[config.mk]
export PLATFORM = sky130hd
export DESIGN_NAME = tpw_waveform_unit
export DESIGN_NICKNAME = d
export VERILOG_FILES = /design/src/tpw_pkg.sv /design/src/tpw_waveform_unit.sv
export SDC_FILE = /design/constraint.sdc
export NUM_CORES = 1
export LEC_CHECK = 0
export BUFFER_PORTS_ARGS = -buffer_cell sky130_fd_sc_hd__buf_4
export CELL_PAD_IN_SITES_DETAIL_PLACEMENT = 2
export CELL_PAD_IN_SITES_GLOBAL_PLACEMENT = 2
export CORE_MARGIN = 3
export CORE_UTILIZATION = 40
export CTS_BUF_LIST = sky130_fd_sc_hd__clkbuf_16
export DETAILED_ROUTE_END_ITERATION = 7
export HOLD_SLACK_MARGIN = 0.08
export PLACE_DENSITY_LB_ADDON = 0.15
export REMOVE_ABC_BUFFERS = 1
export SLEW_MARGIN = 30
export SYNTH_ARGS = -nofsm -noshare
export SYNTH_HDL_FRONTEND = slang
export SYNTH_SLANG_ARGS = --single-unit
export TNS_END_PERCENT = 100
[constraint.sdc]
create_clock -name ref_clk -period 5.9 [get_ports ref_clk]
set_input_delay 1.18 -clock ref_clk [delete_from_list [all_inputs] [get_ports ref_clk]]
set_output_delay 1.18 -clock ref_clk [all_outputs]
set_load 0.02 [all_outputs]
[src/tpw_pkg.sv]
package tpw_pkg;
  // register addresses on the plain register port
  localparam logic [3:0] ADDR_CTRL_A = 4'h0;
  localparam logic [3:0] ADDR_CTRL_B = 4'h1;
  localparam logic [3:0] ADDR_COUNT = 4'h2;
  localparam logic [3:0] ADDR_CMP_A = 4'h3;
  localparam logic [3:0] ADDR_CMP_B = 4'h4;
  localparam logic [3:0] ADDR_IRQ_STATUS = 4'h5;
  localparam logic [3:0] ADDR_IRQ_MASK = 4'h6;
  localparam logic [3:0] ADDR_PIN_DIR = 4'h7;
  // control a fields
  localparam int CA_MODE_A_POS = 6;
  localparam int CA_MODE_B_POS = 4;
  localparam int CA_WAVE_LO_POS = 0;
  localparam logic [7:0] CA_RW_MASK = 8'hf3;
  // control b fields
  localparam int CB_WAVE_HI_POS = 3;
  localparam int CB_CLKSEL_POS = 0;
  localparam logic [7:0] CB_RW_MASK = 8'h0f;
  // interrupt status bit positions
  localparam int IRQ_OVF_POS = 0;
  localparam int IRQ_MATCH_A_POS = 1;
  localparam int IRQ_MATCH_B_POS = 2;
  localparam logic [7:0] IRQ_USED_MASK = 8'h07;
  // reset values
  localparam logic [7:0] RST_BYTE = 8'h00;
  // count limits
  localparam logic [7:0] CNT_BOTTOM = 8'h00;
  localparam logic [7:0] CNT_MAX = 8'hff;
  // waveform mode encodings
  localparam logic [2:0] WM_PC_FIXED = 3'h1;
  localparam logic [2:0] WM_FAST_FIXED = 3'h3;
  localparam logic [2:0] WM_PC_VAR = 3'h5;
  localparam logic [2:0] WM_FAST_VAR = 3'h7;
  // output modes
  localparam logic [1:0] OM_OFF = 2'h0;
  localparam logic [1:0] OM_TOGGLE = 2'h1;
  localparam logic [1:0] OM_CLEAR = 2'h2;
  localparam logic [1:0] OM_SET = 2'h3;
  // prescaler divisions; tap selects from control b clock select
  localparam int DIV_8 = 8;
  localparam int DIV_64 = 64;
  localparam int DIV_256 = 256;
  localparam int DIV_1024 = 1024;
  localparam int PRESC_W = 10;
endpackage : tpw_pkg

[src/tpw_waveform_unit.sv]
// The implementer's own choices: the address-and-strobe port and the placing of the registers.
`timescale 1ns/1ns
module tpw_waveform_unit
  import tpw_pkg::*;
(
  // clock and reset
  input wire logic ref_clk,
  input wire logic srst,
  // register port
  input wire logic [3:0] regAddr,
  input wire logic [7:0] regWrData,
  input wire logic regWrEn,
  input wire logic regRdEn,
  output logic [7:0] regRdData,
  // interrupt
  output logic irq,
  // port pin data when the waveform does not own the pin
  input wire logic [1:0] portData,
  // waveform pins
  output logic waveOutA,
  output logic waveOutB,
  output logic [1:0] pinOut,
  output logic [1:0] pinOe
);

  // software-visible control registers
  logic [7:0] timerWaveformControlA;
  logic [7:0] timerControlBReg;

  // counter value and the compare pair that the match logic uses
  logic [7:0] countValue;
  logic [7:0] compareValueA;
  logic [7:0] compareValueB;

  // compare values as software wrote them; pwm modes copy them at top
  logic [7:0] bufCompareA;
  logic [7:0] bufCompareB;

  // interrupt status and mask share one layout
  logic [7:0] irqStatus;
  logic [7:0] irqMask;

  // pin direction: a one turns the pin driver on
  logic [1:0] pinDir;

  // count direction; only phase-correct mode ever counts down
  logic countDown;

  // free-running prescaler and the one-cycle timer tick it yields
  logic [PRESC_W-1:0] presc;
  logic tick;

  // decoded mode fields
  logic [2:0] waveMode;
  logic [1:0] outModeA;
  logic [1:0] outModeB;
  logic isFast;
  logic isPc;
  logic isPwm;

  // counter landmarks and the events they raise
  logic [7:0] topValue;
  logic atTop;
  logic atBottom;
  logic ovfEvent;
  logic matchA;
  logic matchB;

  // next-state values, applied only on a tick
  logic [7:0] next_count;
  logic next_countDown;
  logic next_waveA;
  logic next_waveB;

  // waveform level that a pin shows once its channel owns it
  logic pinWaveA;
  logic pinWaveB;

  // register port decode
  logic wrCtrlA;
  logic wrCtrlB;
  logic wrCount;
  logic wrCmpA;
  logic wrCmpB;
  logic rdStatus;

  // strobe decode; unmapped addresses fall through and are ignored
  assign wrCtrlA = regWrEn && regAddr == ADDR_CTRL_A;
  assign wrCtrlB = regWrEn && regAddr == ADDR_CTRL_B;
  assign wrCount = regWrEn && regAddr == ADDR_COUNT;
  assign wrCmpA = regWrEn && regAddr == ADDR_CMP_A;
  assign wrCmpB = regWrEn && regAddr == ADDR_CMP_B;
  assign rdStatus = regRdEn && regAddr == ADDR_IRQ_STATUS;

  // the mode bits take effect at once; a change in mid-period may give one
  // odd-length pulse, which software avoids by changing mode while stopped
  // modes four and six are reserved and behave like normal counting
  // mode decode: three-bit encoding spans both control registers
  assign outModeA = timerWaveformControlA[CA_MODE_A_POS +: 2];
  assign outModeB = timerWaveformControlA[CA_MODE_B_POS +: 2];
  assign waveMode = {timerControlBReg[CB_WAVE_HI_POS],
                     timerWaveformControlA[CA_WAVE_LO_POS +: 2]};
  assign isFast = waveMode == WM_FAST_FIXED || waveMode == WM_FAST_VAR;
  assign isPc = waveMode == WM_PC_FIXED || waveMode == WM_PC_VAR;
  // both pwm families double buffer the compare values
  assign isPwm = isFast || isPc;
  // variable top follows the active compare a value, loaded from the buffer at top
  assign topValue = (waveMode == WM_FAST_VAR || waveMode == WM_PC_VAR)
                    ? compareValueA : CNT_MAX;
  // with top from compare a, a count written above top while counting up runs on to max first
  assign atTop = countValue == topValue;
  assign atBottom = countValue == CNT_BOTTOM;

  // prescaler: free running counter, tap picked by clock select
  // it is shared and never restarted, so the first tick after a new
  // selection may come early by up to one divided period
  always_ff @(posedge ref_clk) begin
    if (srst) begin
      presc <= '0;
    end else begin
      presc <= presc + 1'b1;
    end
  end

  // one-cycle tick per selected division; selection zero stops the timer
  // codes six and seven have no source here and stop the timer as well
  // the taps are the low bits of one counter, so all rates stay in step
  always_comb begin
    unique case (timerControlBReg[CB_CLKSEL_POS +: 3])
      3'h1: tick = 1'b1;
      3'h2: tick = presc[$clog2(DIV_8)-1:0] == '1;
      3'h3: tick = presc[$clog2(DIV_64)-1:0] == '1;
      3'h4: tick = presc[$clog2(DIV_256)-1:0] == '1;
      3'h5: tick = presc[$clog2(DIV_1024)-1:0] == '1;
      default: tick = 1'b0;
    endcase
  end

  // counter sequence per mode
  // fast pwm wraps from top straight to bottom; phase-correct turns at
  // both ends, so top and bottom each stand for a single tick
  // in other modes the counter counts up, and mode two clears it on compare a
  always_comb begin
    next_count = countValue + 8'h01;
    next_countDown = countDown;
    if (isFast) begin
      next_countDown = 1'b0;
      if (atTop) begin
        next_count = CNT_BOTTOM;
      end
    end else if (isPc) begin
      if (!countDown && atTop) begin
        next_countDown = 1'b1; // top stands for this one tick
        next_count = countValue - 8'h01;
      end else if (countDown && atBottom) begin
        next_countDown = 1'b0;
        next_count = countValue + 8'h01;
      end else if (countDown) begin
        next_count = countValue - 8'h01;
      end
    end else begin
      next_countDown = 1'b0;
      // non-pwm: normal mode wraps at max, mode two clears on compare a
      if (waveMode == 3'h2 && countValue == compareValueA) begin
        next_count = CNT_BOTTOM;
      end
    end
  end

  // a count write beats the tick so software can preload while running
  // direction is left alone by a count write; only reset or a tick changes it
  always_ff @(posedge ref_clk) begin
    if (srst) begin
      countValue <= RST_BYTE;
      countDown <= 1'b0;
    end else if (wrCount) begin
      countValue <= regWrData;
    end else if (tick) begin
      countValue <= next_count;
      countDown <= next_countDown;
    end
  end

  // compare values: buffered in pwm, loaded at top; immediate otherwise
  // without the buffer a write in mid-period could skip a match and
  // leave one period at full or zero duty
  always_ff @(posedge ref_clk) begin
    if (srst) begin
      bufCompareA <= RST_BYTE;
      bufCompareB <= RST_BYTE;
      compareValueA <= RST_BYTE;
      compareValueB <= RST_BYTE;
    end else begin
      if (wrCmpA) bufCompareA <= regWrData;
      if (wrCmpB) bufCompareB <= regWrData;
      if (!isPwm) begin
        if (wrCmpA) compareValueA <= regWrData;
        if (wrCmpB) compareValueB <= regWrData;
      end else if (tick && atTop) begin
        compareValueA <= bufCompareA;
        compareValueB <= bufCompareB;
      end
    end
  end

  // match and overflow events
  // flags are raised on the tick whose count shows the event
  assign matchA = countValue == compareValueA;
  assign matchB = countValue == compareValueB;
  assign ovfEvent = isFast ? atTop
                  : isPc ? (atBottom && countDown)
                  : (countValue == CNT_MAX);

  // waveform next-state for one channel
  // the level changes at the tick edge where the count shows the match,
  // so the pin lags the count by one timer clock
  // a match equal to top with the high mode bit set acts only at top
  // cur is returned unchanged when nothing applies
  function automatic logic waveNext(input logic cur, input logic [1:0] om,
                                    input logic match, input logic allowToggle,
                                    input logic cmpIsTop);
    logic res;
    res = cur;
    // fast pwm: top sets the starting level, the match flips it
    if (isFast) begin
      if (om[1]) begin
        if (atTop) begin
          res = (om == OM_CLEAR); // level at top
        end else if (match && !cmpIsTop) begin
          res = (om == OM_SET);
        end
      end else if (om == OM_TOGGLE && allowToggle && match) begin
        res = ~cur;
      end
    end else if (isPc) begin
      // phase-correct: the count direction picks set or clear
      if (om[1]) begin
        if (cmpIsTop) begin
          if (atTop) begin
            res = (om == OM_SET);
          end
        end else if (match) begin
          res = countDown ? (om == OM_CLEAR) : (om == OM_SET);
        end
      end else if (om == OM_TOGGLE && allowToggle && match) begin
        res = ~cur;
      end
    end else if (match) begin
      // non-pwm: the mode alone names the action
      unique case (om)
        OM_TOGGLE: res = ~cur;
        OM_CLEAR: res = 1'b0;
        OM_SET: res = 1'b1;
        default: res = cur;
      endcase
    end
    return res;
  endfunction : waveNext

  // channel b never toggles in pwm: that setting is reserved
  // a process, not an assign, so the mode and landmarks that the
  // function reads are part of what wakes it
  always_comb begin
    next_waveA = waveNext(waveOutA, outModeA, matchA,
                          timerControlBReg[CB_WAVE_HI_POS],
                          compareValueA == topValue);
    next_waveB = waveNext(waveOutB, outModeB, matchB,
                          1'b0, compareValueB == topValue);
  end

  // output compare registers; they hold between ticks
  always_ff @(posedge ref_clk) begin
    if (srst) begin
      waveOutA <= 1'b0;
      waveOutB <= 1'b0;
    end else if (tick) begin
      waveOutA <= next_waveA;
      waveOutB <= next_waveB;
    end
  end

  // the pin copies the register as it will stand after this edge; off a
  // tick that is the held level, never a pending next value
  assign pinWaveA = tick ? next_waveA : waveOutA;
  assign pinWaveB = tick ? next_waveB : waveOutB;

  // pin override: nonzero mode selects the waveform, direction gates the driver
  // the override ignores the wave mode, so a stopped timer still owns the pin
  always_ff @(posedge ref_clk) begin
    if (srst) begin
      pinOut <= 2'h0;
    end else begin
      pinOut[0] <= (outModeA != OM_OFF) ? pinWaveA : portData[0];
      pinOut[1] <= (outModeB != OM_OFF) ? pinWaveB : portData[1];
    end
  end
  // the enable follows the direction bit only; the mode never turns it on
  assign pinOe = pinDir;

  // control registers; reserved bits forced to zero
  // control b bits 7:4 stay zero: the force strobes are not built
  // the interrupt mask keeps only the three event bits
  always_ff @(posedge ref_clk) begin
    if (srst) begin
      timerWaveformControlA <= RST_BYTE;
      timerControlBReg <= RST_BYTE;
      irqMask <= RST_BYTE;
      pinDir <= 2'h0;
    end else begin
      if (wrCtrlA) timerWaveformControlA <= regWrData & CA_RW_MASK;
      if (wrCtrlB) timerControlBReg <= regWrData & CB_RW_MASK;
      if (regWrEn && regAddr == ADDR_IRQ_MASK) irqMask <= regWrData & IRQ_USED_MASK;
      if (regWrEn && regAddr == ADDR_PIN_DIR) pinDir <= regWrData[1:0];
    end
  end

  // sticky status; a new event wins over the read that clears it
  // match flags count in every mode; only overflow depends on the mode
  // reads of other addresses leave the flags alone
  always_ff @(posedge ref_clk) begin
    if (srst) begin
      irqStatus <= RST_BYTE;
    end else begin
      if (rdStatus) irqStatus <= RST_BYTE;
      if (tick && ovfEvent) irqStatus[IRQ_OVF_POS] <= 1'b1;
      if (tick && matchA) irqStatus[IRQ_MATCH_A_POS] <= 1'b1;
      if (tick && matchB) irqStatus[IRQ_MATCH_B_POS] <= 1'b1;
    end
  end

  // level interrupt, high while any unmasked status bit stands
  // combinational from registers only, so it cannot glitch on a strobe
  assign irq = |(irqStatus & irqMask);

  // read data, one cycle after the read strobe
  // compare reads return the buffer, the value software last wrote
  always_ff @(posedge ref_clk) begin
    if (srst) begin
      regRdData <= RST_BYTE;
    end else if (regRdEn) begin
      unique case (regAddr)
        ADDR_CTRL_A: regRdData <= timerWaveformControlA;
        ADDR_CTRL_B: regRdData <= timerControlBReg;
        ADDR_COUNT: regRdData <= countValue;
        ADDR_CMP_A: regRdData <= bufCompareA;
        ADDR_CMP_B: regRdData <= bufCompareB;
        ADDR_IRQ_STATUS: regRdData <= irqStatus;
        ADDR_IRQ_MASK: regRdData <= irqMask;
        ADDR_PIN_DIR: regRdData <= {6'h00, pinDir};
        default: regRdData <= RST_BYTE;
      endcase
    end
  end

endmodule : tpw_waveform_unit

==> flow_metrics.py, run 1 <==
metrics = {
    "floorplan": {
        "coreArea_um2": 12800,
        "die_h_um": 121,
        "ios": 33,
        "dieWidth_um": 121,
        "row_count": 41,
        "start_util": 0.414,
        "dieArea_um2": 14600,
    },
    "layout": {
        "syn_to_final_growth_pct": 8.57,
        "num_antenna_cells": 0,
        "drive_above_1_share": 0.133,
        "fillCellCount": 1423,
        "stdcell_count": 803,
        "fin_util": 0.449,
        "nets": 651,
    },
    "critical_path": {
        "cpMaxStageDelayCell": "and2_1",
        "r2r_start": "countValue[0]",
        "critPathKind": "flop to flop",
        "crit_path_start_kind": "flop",
        "reg2reg_slack_ns": 2.33,
        "crit_fanout": 16,
        "crit_family": "compound AO/OA/AOI/OAI gates",
        "worst_setup_path_end_kind": "flop",
        "cp_slowest_stage_delay_ns": 0.68,
        "cp_cell_sequence": "inv_1 > a311o_1 > a222oi_1 > and2_1 > o21ai_2 > mux2_2 > a211o_1 > a21oi_1",
        "setup.worst_path.start": "countValue[0]",
        "crit_required_ns": 6.17,
        "cp.depth": 8,
        "reg2reg_depth": 8,
        "critPathArrivalTime_ns": 3.85,
        "critical_path_buf_inv_count": 1,
    },
    "timing": {
        "slew_violations": 0,
        "maxSlewHeadroom": 0.363,
        "worst_slack_ns": 2.33,
        "setup_viol": 0,
        "hold_violations": 0,
        "finClkSkew_ns": 0.00471,
        "worstMarginPinSlew_ns": 0.952,
        "finalCritPeriodShare": 0.606,
        "grt_setup_unrepaired": "false",
        "tns_ns": 0,
        "fmax_mhz": 280,
        "period_needed_ns": 3.57,
    },
    "logic_synthesis": {
        "yosysMostFrequentCell": "nor2_1",
        "synth_top_cell_area_share": 0.307,
        "asyncSetResetFlopFracSynth": 0,
        "muxShareOfSynthArea": 0.152,
        "synth_cells": 633,
        "synth.largest_area_cell": "dfxtp_1",
        "yosys.cell_types.count": 80,
        "yosys.area_share.simple": 0.230,
        "synth_edf_count": 0,
        "synth_compound_area_frac": 0.184,
        "syn_area_um2": 5290,
        "seq_area_frac_synth": 0.307,
        "yosys.area_share.adder": 0.0118,
        "ys_ff_latch": 81,
        "synth_xor_area_frac": 0.0481,
        "syn_avg_cell_area_um2": 8.35,
        "ys_warn_count": 0,
        "synth_top_family_by_area": "simple AND/OR/NAND/NOR gates",
        "synth_top_cells_by_area": "dfxtp_1, mux2i_1, nor2_1, o21ai_0, nand2_1",
        "synthFlopType": "dfxtp_1",
        "synth_commonest_cells": "nor2_1, dfxtp_1, mux2i_1",
    },
    "clock_tree": {
        "cts-root-buf": "clkbuf_16",
        "cts_resized": 0,
        "cts_setup_buffers": 0,
        "insertion_delay_ns": 0.34,
        "cts.path.max_buffers": 2,
        "cts_tree": "yes",
        "numCtsBuffers": 9,
        "clkTransAtPathRegs_ns": 0.06,
        "cts_hold_buf": 0,
        "htree_levels": 3,
        "cts_sinks": 81,
    },
    "detailed_routing": {
        "vias": 4834,
        "first_pass_iters": 5,
        "drtIter0Drc": 325,
        "route.detailed.drc": 0,
        "via_per_inst": 6.02,
        "wl_per_cell_um": 22.6,
        "totalWireLength_mm": 18.2,
        "antenna_left": 0,
    },
    "power_and_ir_drop": {
        "p_leak_nw": 2.19,
        "total_power_mw": 1.28,
        "ir_drop_mv": 0.170,
        "power_density_nw_per_um2": 223,
    },
    "run": {
        "drv_cap": 0,
    },
    "placement": {
        "dp_slack_ns": 2.27,
        "gp_congestion": 0.874,
        "dp.cells": 789,
        "numPortBuffers": 32,
        "dp_hpwl_mm": 13.0,
    },
    "grt": {
        "antenna_found_initial": 0,
        "grt-ovfl-total": 0,
        "grt_pass1_vias": 5270,
        "grt_max_degree": 48,
        "top_usage_layer": "met2",
        "grtUsageMet1": 0.334,
        "use_met2": 0.437,
        "grtUsageMet3": 0.0499,
        "track_usage": 0.260,
        "grt_pass1_wl_mm": 29.7,
    },
    "min_path": {
        "hold_start": "presc[0]",
        "min_path_type": "flop to flop",
        "worstHoldPathCells": 1,
    },
    "status": {
        "status": "completed",
    },
}
## where the power goes
group	switching, mW	internal (mW)	total [mW]	leakage (nW)
sequential	0.0234	0.558	0.582	0.656
clock	0.229	0.320	0.549	0.144
combinational	0.0952	0.0555	0.151	1.39
## final timing paths
kind / endpoint
setup reg to reg: countValue[1]
setup / recovery: countValue[1]
hold reg to reg: presc[0]
hold / removal: presc[0]
## final cells by class
type / count / area (µm²) / area share
clock buffer: 9 / 225 / 0.0392
clock inverter: 5 / 51.3 / 0.00894
inverter: 12 / 45.0 / 0.00785
multi-input combinational: 488 / 3310 / 0.577
sequential: 81 / 1620 / 0.283
tap: 172 / 215 / 0.0375
timing repair buffer: 36 / 270 / 0.0471
## placed cells by master (no fill, tap or decap), types with 4 or more instances in the layout
cell type	instances
nor2_1	97
dfxtp_1	81
mux2i_1	62
nand2_1	37
buf_4	36
o21ai_0	32
a21oi_1	27
nand3_1	23
a211oi_1	17
xnor2_1	15
xor2_1	14
inv_1	13
nor2b_1	13
nor3_1	11
mux2_2	11
nor4_1	9
clkbuf_16	9
a22oi_1	7
or3_1	5
nand3b_1	5
a311oi_1	5
ha_1	5
nand2b_1	4
o221ai_1	4
## metrics by stage
| step | instance area [µm²] | hold slack (ns) |
|---|---|---|
| floorplan | 4970 | 0.430 |
| global placement | 5460 | 0.446 |
| detailed placement | 5460 | 0.467 |
| CTS | 5730 | 0.480 |
| global route | 5740 | 0.509 |
| finish | 5740 | 0.473 |
## kinds of logic after synthesis
family,count (synthesis)
simple gates,242
compound gates,136
flops,81
mux,76
buf+inv,64
xor+xnor,29
fa+ha+maj,5
## registers in the layout, indices dropped and copies added, names as in the netlist, 2 cells and up
name and flops:
bufCompareA 8, bufCompareB 8, compareValueA 8, compareValueB 8, countValue 8, irqMask 3, irqStatus 3, pinOe 2
pinOut 2, presc 10, regRdData 8, timerControlBReg 4, timerWaveformControlA 6
## per-layer routing
layer	vias up	part of all wire
li1	2274	-
met1	2434	0.45
met2	98	0.48
met3	28	0.044
met4	0	0.024
met5	-	0
## worst register-to-register path, stage by stage (launching register included)
cell and delay (ns):
dfxtp_1 0.66, inv_1 0.27, a311o_1 0.34, a222oi_1 0.56, and2_1 0.68, o21ai_2 0.25
mux2_2 0.32, a211o_1 0.29, a21oi_1 0.14
No activity file was read; power rests on OpenSTA's default activity.
==> inputs of run 2 (changes only) <==
--- a/config.mk
+++ b/config.mk
@@ -9,7 +9,7 @@
 export CELL_PAD_IN_SITES_DETAIL_PLACEMENT = 2
 export CELL_PAD_IN_SITES_GLOBAL_PLACEMENT = 2
 export CORE_MARGIN = 3
-export CORE_UTILIZATION = 40
+export CORE_UTILIZATION = 38
 export CTS_BUF_LIST = sky130_fd_sc_hd__clkbuf_16
 export DETAILED_ROUTE_END_ITERATION = 7
 export HOLD_SLACK_MARGIN = 0.08
==> constraint.sdc (replaced) <==
create_clock -name ref_clk -period 3.7 [get_ports ref_clk]
set_input_delay 0.74 -clock ref_clk [delete_from_list [all_inputs] [get_ports ref_clk]]
set_output_delay 0.74 -clock ref_clk [all_outputs]
set_load 0.02 [all_outputs]
==> run 2 against run 1 <==
Register-to-register slack worse by 2.0 ns. Flip-flop and latch count unchanged. Global-route usage fell by 0.23 points. Sequential share of layout area is 0.57 points lower. Via count rose by 0.91%. Die area rose by 5.0%. Critical path type unchanged. Final area increased by 2.0%. First-iteration DRC count shrank 23%. Routed wire length grew 4.5%.
==> flow_metrics.py, run 2 (synthesis results as in run 1) <==
metrics = {
    "layout": {
        "drive_above_1_share": 0.151,
        "num_antenna_cells": 0,
        "nets": 665,
        "stdcell_count": 823,
        "syn_to_final_growth_pct": 10.8,
        "top_register": "presc",
        "mostFrequentLayoutCell": "nor2_1",
        "largest_reg_flops": 10,
        "final_cell_mix": "nor2_1, dfxtp_1, mux2i_1",
    },
    "placement": {
        "gp_congestion": 0.913,
        "numPortBuffers": 32,
        "dp_slack_ns": 0.442,
        "dp_hpwl_mm": 13.9,
        "dp.cells": 807,
    },
    "timing": {
        "slew_violations": 0,
        "finalCritPeriodShare": 0.904,
        "tns_ns": 0,
        "timing.hold.ws_ns": 0.468,
        "setup_viol": 0,
        "worst_slack_ns": 0.357,
        "period_needed_ns": 3.34,
        "hold_violations": 0,
        "finClkSkew_ns": 0.00637,
        "fmax_mhz": 299,
        "maxSlewHeadroom": 0.489,
        "grt_setup_unrepaired": "false",
        "worstMarginPinSlew_ns": 0.767,
    },
    "floorplan": {
        "ios": 33,
        "die_h_um": 124,
        "coreArea_um2": 13400,
        "row_count": 42,
        "dieWidth_um": 124,
        "dieArea_um2": 15400,
        "start_util": 0.394,
    },
    "detailed_routing": {
        "antenna_left": 0,
        "drtIter0Drc": 250,
        "first_pass_iters": 4,
        "vias": 4878,
        "totalWireLength_mm": 19.0,
        "route.detailed.drc": 0,
        "wl_per_cell_um": 23.1,
        "via_per_inst": 5.93,
    },
    "run": {
        "drv_cap": 0,
    },
    "clock_tree": {
        "cts_setup_buffers": 0,
        "cts_resized": 0,
        "numCtsBuffers": 9,
        "insertion_delay_ns": 0.35,
        "cts_hold_buf": 0,
        "cts_tree": "yes",
        "cts_sinks": 81,
        "clkTransAtPathRegs_ns": 0.07,
        "htree_levels": 3,
        "cts-root-buf": "clkbuf_16",
        "cts.path.max_buffers": 2,
    },
    "critical_path": {
        "setup.worst_path.start": "countValue[0]",
        "critPathArrivalTime_ns": 3.60,
        "critPathKind": "flop to flop",
        "crit_path_start_kind": "flop",
        "reg2reg_depth": 10,
        "crit_fanout": 16,
        "r2r_start": "countValue[0]",
        "crit-reg2reg-capture": "compareValueB[2]",
        "reg2reg_slack_ns": 0.36,
        "crit_required_ns": 3.96,
        "crit_end": "compareValueB[2]",
        "worst_setup_path_end_kind": "flop",
    },
    "power_and_ir_drop": {
        "ir_drop_mv": 0.322,
        "total_power_mw": 2.08,
        "p_leak_nw": 2.27,
        "power_density_nw_per_um2": 355,
    },
    "grt": {
        "grt_pass1_wl_mm": 30.0,
        "antenna_found_initial": 0,
        "grt_pass1_vias": 5253,
        "grt_max_degree": 47,
        "track_usage": 0.258,
        "grt-ovfl-total": 0,
    },
    "min_path": {
        "min_path_type": "flop to flop",
    },
    "status": {
        "status": "completed",
    },
}
[run 2: power by group]
part	total [mW]	internal (mW)	switching [mW]
clock	0.904	0.517	0.386
combinational	0.254	0.0934	0.161
sequential	0.920	0.890	0.0298
[run 2: worst max-delay path, stage by stage, from the launching register on]
cell      delay [ns]
dfxtp_1         0.67
inv_1           0.23
a311o_1         0.34
a222oi_1        0.36
buf_4           0.19
and2_1          0.42
buf_4           0.25
nand3_2         0.11
o21ai_2         0.31
nor2_1          0.12
a211oi_1        0.25
[run 2: final cells by class]
type                            instances  area [µm²]
Clock inverter                          7        62.6
Multi-Input combinational cell        488        3310
Fill cell                            1527        7540
Inverter                               12        45.0
Tap cell                              176         220
Timing Repair Buffer                   50         375
Sequential cell                        81        1620
Clock buffer                            9         225
[run 2: how the worst min path moves through the flow]
stage,from,end,cells after the start
4_1_cts,presc[0],presc[0],1
3_5_place_dp,presc[0],presc[0],1
2_1_floorplan,presc[0],presc[0],1
5_1_grt,presc[0],presc[0],1
6_report,presc[0],presc[0],1
3_3_place_gp,presc[0],presc[0],1
[run 2: layer usage]
| metal | share of wire | vias to the layer above | global-route usage |
|---|---|---|---|
| li1 | - | 2301 | - |
| met1 | 0.45 | 2470 | 0.334 |
| met2 | 0.50 | 88 | 0.441 |
| met3 | 0.033 | 19 | 0.0431 |
| met4 | 0.020 | 0 | 0.0746 |
| met5 | 0 | - | 0 |
[run 2: through the flow]
stage	utilization	cell area, µm²
floorplan	-	4970
global placement	0.416	5570
detailed placement	0.416	5570
CTS	0.437	5860
global route	0.437	5860
finish	0.437	5860
